--- src/hw/cdma_pkg.sv ---
package cdma_pkg;
  // register offsets on the apb side
  localparam logic [7:0] OFS_CMD_A = 8'h04;
  localparam logic [7:0] OFS_CMD_B = 8'h08;
  localparam logic [7:0] OFS_BASE0 = 8'h0C;
  localparam logic [7:0] OFS_BASE3 = 8'h18;
  localparam logic [7:0] OFS_CUR0 = 8'h20;
  localparam logic [7:0] OFS_CUR3 = 8'h2C;
  localparam logic [7:0] OFS_STAT = 8'h30;
  // command bit positions
  localparam int CMD_GO_R = 0;
  localparam int CMD_GO_T = 1;
  localparam int CMD_RST_R = 4;
  localparam int CMD_RST_T = 5;
  localparam int CMD_STOP_R = 8;
  localparam int CMD_STOP_T = 9;
  localparam int CMD_MRST = 16;
  // descriptor layout
  localparam logic [31:0] DESC_STEP = 32'h0000_0004;
  localparam logic [1:0] DESC_CTL = 2'h0;
  localparam logic [1:0] DESC_BUF = 2'h1;
  localparam logic [1:0] DESC_LEN = 2'h2;
  localparam logic [1:0] DESC_NXT = 2'h3;
  localparam int CTL_FEND = 31;
  localparam int CTL_CSTOP = 30;
  localparam int CTL_IRQ = 29;
  localparam int CNT_W = 29;
  localparam logic [2:0] WORD_BYTES = 3'h4;
  // engine states
  typedef enum logic [4:0] {
    ST_IDLE = 5'h01,
    ST_FETCH = 5'h02,
    ST_DATA = 5'h04,
    ST_WBACK = 5'h08,
    ST_DEAD = 5'h10
  } cdma_state_type;
  // one stream word with its byte count and frame end
  typedef struct packed {
    logic [31:0] data;
    logic last;
    logic [2:0] nbytes;
  } cdma_word_type;
  // one memory request of the bus master
  typedef struct packed {
    logic we;
    logic [31:0] addr;
    logic [31:0] wdata;
  } cdma_mreq_type;
endpackage : cdma_pkg

--- src/hw/cdma_engine.sv ---
// Design decision made here: register access over APB.
module cdma_engine
  import cdma_pkg::*;
(
  input wire logic I_REF_CLK, // 25 MHz clock
  input wire logic I_RSTN, // async reset, active low
  input wire logic I_CE, // clock enable
  input wire logic I_PSEL, // apb select
  input wire logic I_PENABLE, // apb enable
  input wire logic I_PWRITE, // apb direction
  input wire logic [7:0] I_PADDR, // apb byte address
  input wire logic [31:0] I_PWDATA, // apb write data
  output logic O_PREADY, // apb ready
  output logic [31:0] O_PRDATA, // apb read data
  output logic O_PSLVERR, // apb error, unmapped address
  output logic O_MEM_REQ, // master request, held to ack or master reset
  output cdma_mreq_type O_MEM, // master address and data
  input wire logic I_MEM_ACK, // master transfer done
  input wire logic I_MEM_ERR, // bus fault with ack
  input wire logic [31:0] I_MEM_RDATA, // master read data
  input wire logic [1:0] I_RX_VALID, // rx word offered per port
  input wire cdma_word_type [1:0] I_RX_WORD, // rx word per port
  output logic [1:0] O_RX_TAKE, // rx word consumed pulse
  output logic [1:0] O_TX_VALID, // tx word valid per port
  output cdma_word_type [1:0] O_TX_WORD, // tx word per port
  input wire logic [1:0] I_TX_READY, // tx sink ready
  output logic [3:0] O_DESC_IRQ, // descriptor event pulses
  output logic [3:0] O_STOP_IRQ // stopped event pulses
);
  logic [1:0] rst_sync_r;
  logic rst_n;
  logic pready_r;
  logic [31:0] prdata_r;
  logic pslverr_r;
  logic [31:0] base_r [4];
  logic [31:0] cur_r [4];
  logic [CNT_W-1:0] frm_r [4];
  logic [3:0] run_r;
  logic dead_r;
  cdma_state_type state_r;
  logic [1:0] ch_r;
  logic [1:0] rr_r;
  logic [1:0] idx_r;
  logic [31:0] ctl_r;
  logic [31:0] len_r;
  logic [31:0] rem_r;
  logic [31:0] waddr_r;
  logic [31:0] nxt_r;
  logic got_last_r;
  logic mem_req_r;
  cdma_mreq_type mem_r;
  logic [1:0] rx_take_r;
  logic [1:0] txv_r;
  cdma_word_type [1:0] txw_r;
  logic [3:0] desc_irq_r;
  logic [3:0] stop_irq_r;

  // reset release through two flops
  always_ff @(posedge I_REF_CLK or negedge I_RSTN) begin
    if (!I_RSTN) begin
      rst_sync_r <= 2'h0;
    end else begin
      rst_sync_r <= {rst_sync_r[0], 1'b1};
    end
  end
  assign rst_n = rst_sync_r[1];

  // apb address decode
  wire apb_acc = I_PSEL & I_PENABLE & pready_r;
  wire hit_cmd_a = (I_PADDR == OFS_CMD_A);
  wire hit_cmd_b = (I_PADDR == OFS_CMD_B);
  wire aligned = (I_PADDR[1:0] == 2'h0);
  wire hit_base = aligned && I_PADDR >= OFS_BASE0 && I_PADDR <= OFS_BASE3;
  wire hit_cur = aligned && I_PADDR >= OFS_CUR0 && I_PADDR <= OFS_CUR3;
  wire hit_stat = (I_PADDR == OFS_STAT);
  wire [7:0] base_off = I_PADDR - OFS_BASE0;
  wire [7:0] cur_off = I_PADDR - OFS_CUR0;
  wire [1:0] base_idx = base_off[3:2];
  wire [1:0] cur_idx = cur_off[3:2];
  wire hit_any = hit_cmd_a | hit_cmd_b | hit_base | hit_cur | hit_stat;
  wire [31:0] stat_w = {27'h0, dead_r, run_r ^ 4'hF};
  // command registers read zero, commands are self-clearing
  wire [31:0] rdata_w = hit_base ? base_r[base_idx] :
                        hit_cur ? cur_r[cur_idx] :
                        hit_stat ? stat_w : 32'h0000_0000;

  // command pulses per channel: 0 A rx, 1 A tx, 2 B rx, 3 B tx
  wire wr_now = apb_acc & I_PWRITE;
  wire [31:0] wa = (wr_now & hit_cmd_a) ? I_PWDATA : 32'h0000_0000;
  wire [31:0] wb = (wr_now & hit_cmd_b) ? I_PWDATA : 32'h0000_0000;
  wire [3:0] cmd_go = {wb[CMD_GO_T], wb[CMD_GO_R],
                       wa[CMD_GO_T], wa[CMD_GO_R]};
  wire [3:0] cmd_stop = {wb[CMD_STOP_T], wb[CMD_STOP_R],
                         wa[CMD_STOP_T], wa[CMD_STOP_R]};
  wire [3:0] cmd_rst = {wb[CMD_RST_T], wb[CMD_RST_R],
                        wa[CMD_RST_T], wa[CMD_RST_R]};
  wire cmd_mrst = wa[CMD_MRST];

  // apb slave: answer in the cycle after setup
  always_ff @(posedge I_REF_CLK or negedge rst_n) begin
    if (!rst_n) begin
      pready_r <= 1'b0;
      prdata_r <= 32'h0000_0000;
      pslverr_r <= 1'b0;
    end else if (I_CE) begin
      pready_r <= I_PSEL & ~I_PENABLE;
      prdata_r <= rdata_w;
      pslverr_r <= I_PSEL & ~I_PENABLE & ~hit_any;
    end
  end

  // descriptor base registers
  always_ff @(posedge I_REF_CLK or negedge rst_n) begin
    if (!rst_n) begin
      for (int i = 0; i < 4; i++) begin
        base_r[i] <= 32'h0000_0000;
      end
    end else if (I_CE && wr_now && hit_base) begin
      base_r[base_idx] <= I_PWDATA;
    end
  end

  // channel decode for the engine
  wire is_tx = ch_r[0];
  wire port = ch_r[1];
  wire rr_ok = run_r[rr_r] && (rr_r[0] || I_RX_VALID[rr_r[1]]);
  wire cstop_in = I_MEM_RDATA[CTL_CSTOP];
  wire [31:0] rx_nb32 = I_RX_WORD[port].last ?
                        {29'h0, I_RX_WORD[port].nbytes} : {29'h0, WORD_BYTES};
  wire [31:0] rx_nb = (rem_r < rx_nb32) ? rem_r : rx_nb32;
  wire [31:0] tx_nb = (rem_r < {29'h0, WORD_BYTES}) ? rem_r :
                      {29'h0, WORD_BYTES};
  wire [CNT_W-1:0] tx_nb_c = CNT_W'(tx_nb);
  wire tx_last = (frm_r[ch_r] != '0) && (frm_r[ch_r] <= tx_nb_c);
  // control word written back at the end of a descriptor
  wire [CNT_W-1:0] rx_cnt = got_last_r ? frm_r[ch_r] : CNT_W'(len_r);
  wire [31:0] wb_ctl = is_tx ?
    {ctl_r[CTL_FEND], 1'b1, ctl_r[CTL_IRQ:0]} :
    {got_last_r, 1'b1, ctl_r[CTL_IRQ], rx_cnt};
  wire mem_done = mem_req_r & I_MEM_ACK;
  wire [31:0] cur_ch = cur_r[ch_r];

  // descriptor engine shared by the four channels
  always_ff @(posedge I_REF_CLK or negedge rst_n) begin
    if (!rst_n) begin
      state_r <= ST_IDLE;
      run_r <= 4'h0;
      dead_r <= 1'b0;
      ch_r <= 2'h0;
      rr_r <= 2'h0;
      idx_r <= 2'h0;
      ctl_r <= 32'h0000_0000;
      len_r <= 32'h0000_0000;
      rem_r <= 32'h0000_0000;
      waddr_r <= 32'h0000_0000;
      nxt_r <= 32'h0000_0000;
      got_last_r <= 1'b0;
      mem_req_r <= 1'b0;
      mem_r <= '0;
      rx_take_r <= 2'h0;
      txv_r <= 2'h0;
      txw_r <= '0;
      desc_irq_r <= 4'h0;
      stop_irq_r <= 4'h0;
      for (int i = 0; i < 4; i++) begin
        cur_r[i] <= 32'h0000_0000;
        frm_r[i] <= '0;
      end
    end else if (I_CE) begin
      desc_irq_r <= 4'h0;
      stop_irq_r <= 4'h0;
      rx_take_r <= 2'h0;
      for (int p = 0; p < 2; p++) begin
        if (txv_r[p] && I_TX_READY[p]) begin
          txv_r[p] <= 1'b0;
        end
      end
      case (state_r)
        ST_IDLE: begin
          if (rr_ok) begin
            ch_r <= rr_r;
            idx_r <= DESC_CTL;
            mem_req_r <= 1'b1;
            mem_r <= '{we: 1'b0, addr: cur_r[rr_r], wdata: 32'h0};
            state_r <= ST_FETCH;
          end
          rr_r <= rr_r + 2'h1;
        end
        ST_FETCH: begin
          if (mem_done) begin
            mem_req_r <= 1'b0;
            case (idx_r)
              DESC_CTL: ctl_r <= I_MEM_RDATA;
              DESC_BUF: waddr_r <= I_MEM_RDATA;
              DESC_LEN: begin
                len_r <= I_MEM_RDATA;
                rem_r <= I_MEM_RDATA;
              end
              default: nxt_r <= I_MEM_RDATA;
            endcase
            if (idx_r == DESC_CTL && !is_tx && cstop_in) begin
              run_r[ch_r] <= 1'b0;
              stop_irq_r[ch_r] <= 1'b1;
              state_r <= ST_IDLE;
            end else if (idx_r == DESC_NXT) begin
              got_last_r <= 1'b0;
              if (is_tx && ctl_r[CTL_FEND]) begin
                frm_r[ch_r] <= ctl_r[CNT_W-1:0];
              end
              state_r <= ST_DATA;
            end else begin
              idx_r <= idx_r + 2'h1;
              mem_req_r <= 1'b1;
              mem_r.addr <= mem_r.addr + DESC_STEP;
            end
          end
        end
        ST_DATA: begin
          if (mem_done) begin
            mem_req_r <= 1'b0;
            waddr_r <= waddr_r + DESC_STEP;
            if (is_tx) begin
              txv_r[port] <= 1'b1;
              txw_r[port] <= '{data: I_MEM_RDATA, last: tx_last,
                               nbytes: tx_nb[2:0]};
              rem_r <= rem_r - tx_nb;
              frm_r[ch_r] <= tx_last ? '0 : frm_r[ch_r] - tx_nb_c;
            end
          end else if (mem_req_r || txv_r[port]) begin
            state_r <= ST_DATA;
          end else if (!run_r[ch_r]) begin
            state_r <= ST_IDLE;
          end else if (rem_r == 32'h0 || got_last_r) begin
            mem_req_r <= 1'b1;
            mem_r <= '{we: 1'b1, addr: cur_ch, wdata: wb_ctl};
            state_r <= ST_WBACK;
          end else if (is_tx) begin
            mem_req_r <= 1'b1;
            mem_r <= '{we: 1'b0, addr: waddr_r, wdata: 32'h0};
          end else if (I_RX_VALID[port]) begin
            mem_req_r <= 1'b1;
            mem_r <= '{we: 1'b1, addr: waddr_r,
                       wdata: I_RX_WORD[port].data};
            rx_take_r[port] <= 1'b1;
            rem_r <= rem_r - rx_nb;
            frm_r[ch_r] <= frm_r[ch_r] + CNT_W'(rx_nb);
            got_last_r <= I_RX_WORD[port].last;
          end
        end
        ST_WBACK: begin
          if (mem_done) begin
            mem_req_r <= 1'b0;
            desc_irq_r[ch_r] <= ctl_r[CTL_IRQ];
            if (!is_tx && got_last_r) begin
              frm_r[ch_r] <= '0;
            end
            if (is_tx && ctl_r[CTL_CSTOP]) begin
              run_r[ch_r] <= 1'b0;
              stop_irq_r[ch_r] <= 1'b1;
            end else begin
              cur_r[ch_r] <= nxt_r;
            end
            state_r <= ST_IDLE;
          end
        end
        ST_DEAD: state_r <= ST_DEAD;
        default: begin
          state_r <= ST_IDLE;
        end
      endcase
      // software commands win over the engine's own updates
      for (int c = 0; c < 4; c++) begin
        if (cmd_go[c] && !run_r[c] && !dead_r) begin
          run_r[c] <= 1'b1;
          cur_r[c] <= base_r[c];
          frm_r[c] <= '0;
        end
        if (cmd_stop[c] && run_r[c]) begin
          run_r[c] <= 1'b0;
          stop_irq_r[c] <= 1'b1;
        end
        if (cmd_rst[c]) begin
          run_r[c] <= 1'b0;
          frm_r[c] <= '0;
        end
      end
      if (cmd_mrst) begin
        dead_r <= 1'b0;
        run_r <= 4'h0;
        mem_req_r <= 1'b0;
        txv_r <= 2'h0;
        state_r <= ST_IDLE;
      end
      // bus fault halts the master and all sections, beats a master reset
      if (mem_done && I_MEM_ERR) begin
        dead_r <= 1'b1;
        run_r <= 4'h0;
        mem_req_r <= 1'b0;
        state_r <= ST_DEAD;
      end
    end
  end

  // outputs straight from flops
  assign O_PREADY = pready_r;
  assign O_PRDATA = prdata_r;
  assign O_PSLVERR = pslverr_r;
  assign O_MEM_REQ = mem_req_r;
  assign O_MEM = mem_r;
  assign O_RX_TAKE = rx_take_r;
  assign O_TX_VALID = txv_r;
  assign O_TX_WORD = txw_r;
  assign O_DESC_IRQ = desc_irq_r;
  assign O_STOP_IRQ = stop_irq_r;
endmodule : cdma_engine

--- config.mk ---
export PLATFORM = sky130hd
export DESIGN_NAME = cdma_engine
export DESIGN_NICKNAME = d
export VERILOG_FILES = /design/src/hw/cdma_pkg.sv /design/src/hw/cdma_engine.sv
export SDC_FILE = /design/constraint.sdc
export NUM_CORES = 2
export LEC_CHECK = 0
export BUFFER_PORTS_ARGS = -buffer_cell sky130_fd_sc_hd__buf_2
export CELL_PAD_IN_SITES_DETAIL_PLACEMENT = 0
export CELL_PAD_IN_SITES_GLOBAL_PLACEMENT = 1
export CORE_AREA = 2 2 416 418
export DETAILED_ROUTE_END_ITERATION = 12
export DIE_AREA = 0 0 418 420
export PLACE_DENSITY_LB_ADDON = 0.1
export SYNTH_ARGS = -nofsm -noshare
export SYNTH_HDL_FRONTEND = slang
export SYNTH_SLANG_ARGS = --single-unit
--- constraint.sdc ---
create_clock -name I_REF_CLK -period 24.4 [get_ports I_REF_CLK]
set_clock_uncertainty 0.15 [all_clocks]
set_input_delay 4.88 -clock I_REF_CLK [delete_from_list [all_inputs] [get_ports I_REF_CLK]]
set_output_delay 4.88 -clock I_REF_CLK [all_outputs]
set_load 0.005 [all_outputs]
==> flow_summary.ini <==
[timing]
report.final.hold_viol_count = 0
fmax_ghz = 0.09672
setup_viol = 0
rsz0062_at_grt = no
relSlewSlack = 0.1815
slew_violations = 0
hold_ws_ps = 201.4
min_period_over_period = 0.4237
tightest_slew_ps = 1215
post-route-min-period_ps = 10340
worst_slack_ps = 14060
finalSetupTns_ps = 0

[yosys]
ys.flop_type = dfrtp_1
synth_cell_types = 96
syn_area_mm2 = 0.04247
ys_seq_elements = 732
syn_avg_cell_area_um2 = 9.997
synth-seq-area-share = 0.4314
async_reset_ff_frac = 1.000
post_synth_inst_count = 4248
synth-warning-count = 0
synth_edf_count = 0

[floorplanning]
ios = 340
core_area_mm2 = 0.1710
die_w_um = 418
initial_core_util = 0.2484
dieArea_mm2 = 0.1756
rows = 152
die_y_um = 420

[clock_tree]
post-cts-setup-buffers = 0
cts_sinks = 732
clk_latency_ps = 740
root_buffer = clkbuf_16
clk_pin_slew_worst_paths_ps = 60
hold_buffers = 0
cts-resized-gates = 0
clk_path_buf_depth = 3
tritoncts.num_buffers = 97
htree_levels = 3
tritoncts = built

[layout]
layout_commonest_cell = dfrtp_1
syn_to_final_growth_pct = 17.84
layout-drive-gt1-share = 0.2357
ff_latch_area_mm2 = 0.01834
fin_area_mm2 = 0.05004
most-common-layout-cells = dfrtp_1 (725), nand2_1 (531), o21ai_0 (373)
multi_input_area_mm2 = 0.02318
nFillCells = 18050
final_nets = 4786
post-route-util = 0.2927
final_cells = 6838

[global_routing]
grt_max_degree = 74
grt_pass1_vias = 35970
grt_usage = 0.2267
grt_pass1_wl_mm = 284.8
antenna_found_initial = 24
overflow = 0

[detailed_routing]
wl_met3_mm = 8.064
wl_per_cell_um = 29.50
avgViaCountPerCell = 5.236
wl_met1_mm = 89.22
routed.top_layer = met5
dr.pass1.iters = 5
post-route-drc-count = 0
drtAntennaViolNets = 0
routed_wl_mm = 201.7
drt-initial-drc-count = 2845
wl_met2_mm = 97.52
vias = 35800

[critical_path]
cp-end-kind = register
reg2reg_from = ch_r[0]
startpoint = I_RX_WORD[3]
cp_max_fo = 5
r2r_end = frm_r[63]
worst_ep_arrival_time_ps = 10810
cp-endpoint = frm_r[84]
path_class = in2reg
worstRegToRegCells = 14
reg2reg_slack_ps = 16840
cp-start-kind = primary input
crit_required_ps = 24870

[power]
power-per-cell-area_mw_per_mm2 = 91.44
power_mw = 4.576
vdd_ir_drop_max_mv = 0.06250
power_leakage_nw = 22.48

[placed_design]
dpl.hpwl_mm = 136.5
routabilityCongestion = 0.8534
dp_cells = 6658
dpl_cell_area_mm2 = 0.04677
place_ws_ps = 13230
numPortBuffers = 339

[worst_hold_path]
hold_path.class = reg2reg

[status]
outcome = finished, final reports clean

[flow_run]
max-cap-violations = 0
## kinds of logic (layout without fill, tap and decap cells)
family,Yosys count,after routing,share of synthesized area
flip-flops,732,732,0.4314
other,2,85,0.0001768
XOR/XNOR,83,83,0.01712
multiplexers,520,520,0.1780
AND/OR/NAND/NOR,1237,1237,0.1341
adder cells (fa/ha/maj),106,106,0.03176
AO/OA/AOI/OAI,1206,1206,0.1726
buffers and inverters,362,636,0.03489
## worst min path at each step
stage / end / slack [ps] / startpoint / depth (start not counted)
detailed placement: rst_sync_r[1] / 190 / rst_sync_r[0] / 0
finish: rst_sync_r[1] / 200 / rst_sync_r[0] / 0
floorplan: rst_sync_r[1] / 180 / rst_sync_r[0] / 0
global placement: rst_sync_r[1] / 190 / rst_sync_r[0] / 0
global route: rst_sync_r[1] / 200 / rst_sync_r[0] / 0
CTS: rst_sync_r[1] / 200 / rst_sync_r[0] / 0
## critical path, cell delays in order
cell and delay [ps]:
buf_2 100, nand2_1 40, o21ai_0 640, inv_1 110, ha_1 290, a21boi_0 120, o21ai_0 170, or4b_2 670
o21ai_0 340, ha_1 270, fa_1 260, a211oi_1 90, o21bai_1 480, o21ai_0 220, a21boi_0 450, a41oi_1 320
o311a_1 390, xnor2_1 140, a32oi_1 430, o21ai_1 140, a22o_1 230
## report_power, final
| part | switching (mW) | total, mW | internal (mW) | leakage, nW |
|---|---|---|---|---|
| clock | 0.626 | 1.50 | 0.877 | 1.60 |
| sequential | 0.187 | 1.54 | 1.35 | 10.0 |
| combinational | 1.03 | 1.53 | 0.503 | 10.9 |
| total | 1.84 | 4.58 | 2.73 | 22.5 |
## flip-flops by register name, summed over array words and instances (netlist names), 4 cells and up
name and flops:
cur_r 128, O_DESC_IRQ 4, O_MEM 65, len_r 29, waddr_r 32, run_r 4
base_r 128, frm_r 116, ctl_r 32, O_TX_WORD 72, state_r 5, O_PRDATA 32
nxt_r 32, rem_r 32, O_STOP_IRQ 4
## metal layers
metal  global-route usage  up-vias
met5                    0        -
met4              0.07251        8
met2               0.3806      856
li1                     -    16210
met1               0.3008    18490
met3              0.03004      244
## synth_stat cells (25+ instances only)
master    instances  share of area
dfrtp_1         731           0.43
a21o_1           43         0.0076
a31oi_1          76          0.011
buf_1            29         0.0026
xor2_1           33         0.0068
a21oi_1         360          0.042
mux2_2          282          0.075
clkbuf_1        238          0.021
inv_1            42         0.0037
nor2_1          241          0.021
nand3_1         110          0.013
nand4_1          26         0.0038
ha_1            103          0.030
xnor2_1          50          0.010
o31ai_1          45         0.0080
mux2i_1          71          0.017
a22oi_1          78          0.014
and3_1          131          0.019
nor3_1           60         0.0071
o21ai_0         375          0.044
nand2_1         535          0.047
mux4_2          155          0.082
a22o_1           25         0.0052
buf_2            40         0.0047
## layout make-up
type                            instances  area share
Multi-Input combinational cell       3232      0.4633
Sequential cell                       732      0.3664
Tap cell                             2233     0.05583
Clock buffer                          138     0.05541
Timing Repair Buffer                  419     0.04601
Clock inverter                         37    0.009601
Inverter                               42    0.003150
Antenna cell                            5   0.0002500
Note: power is estimated with default switching activity, not from simulation.
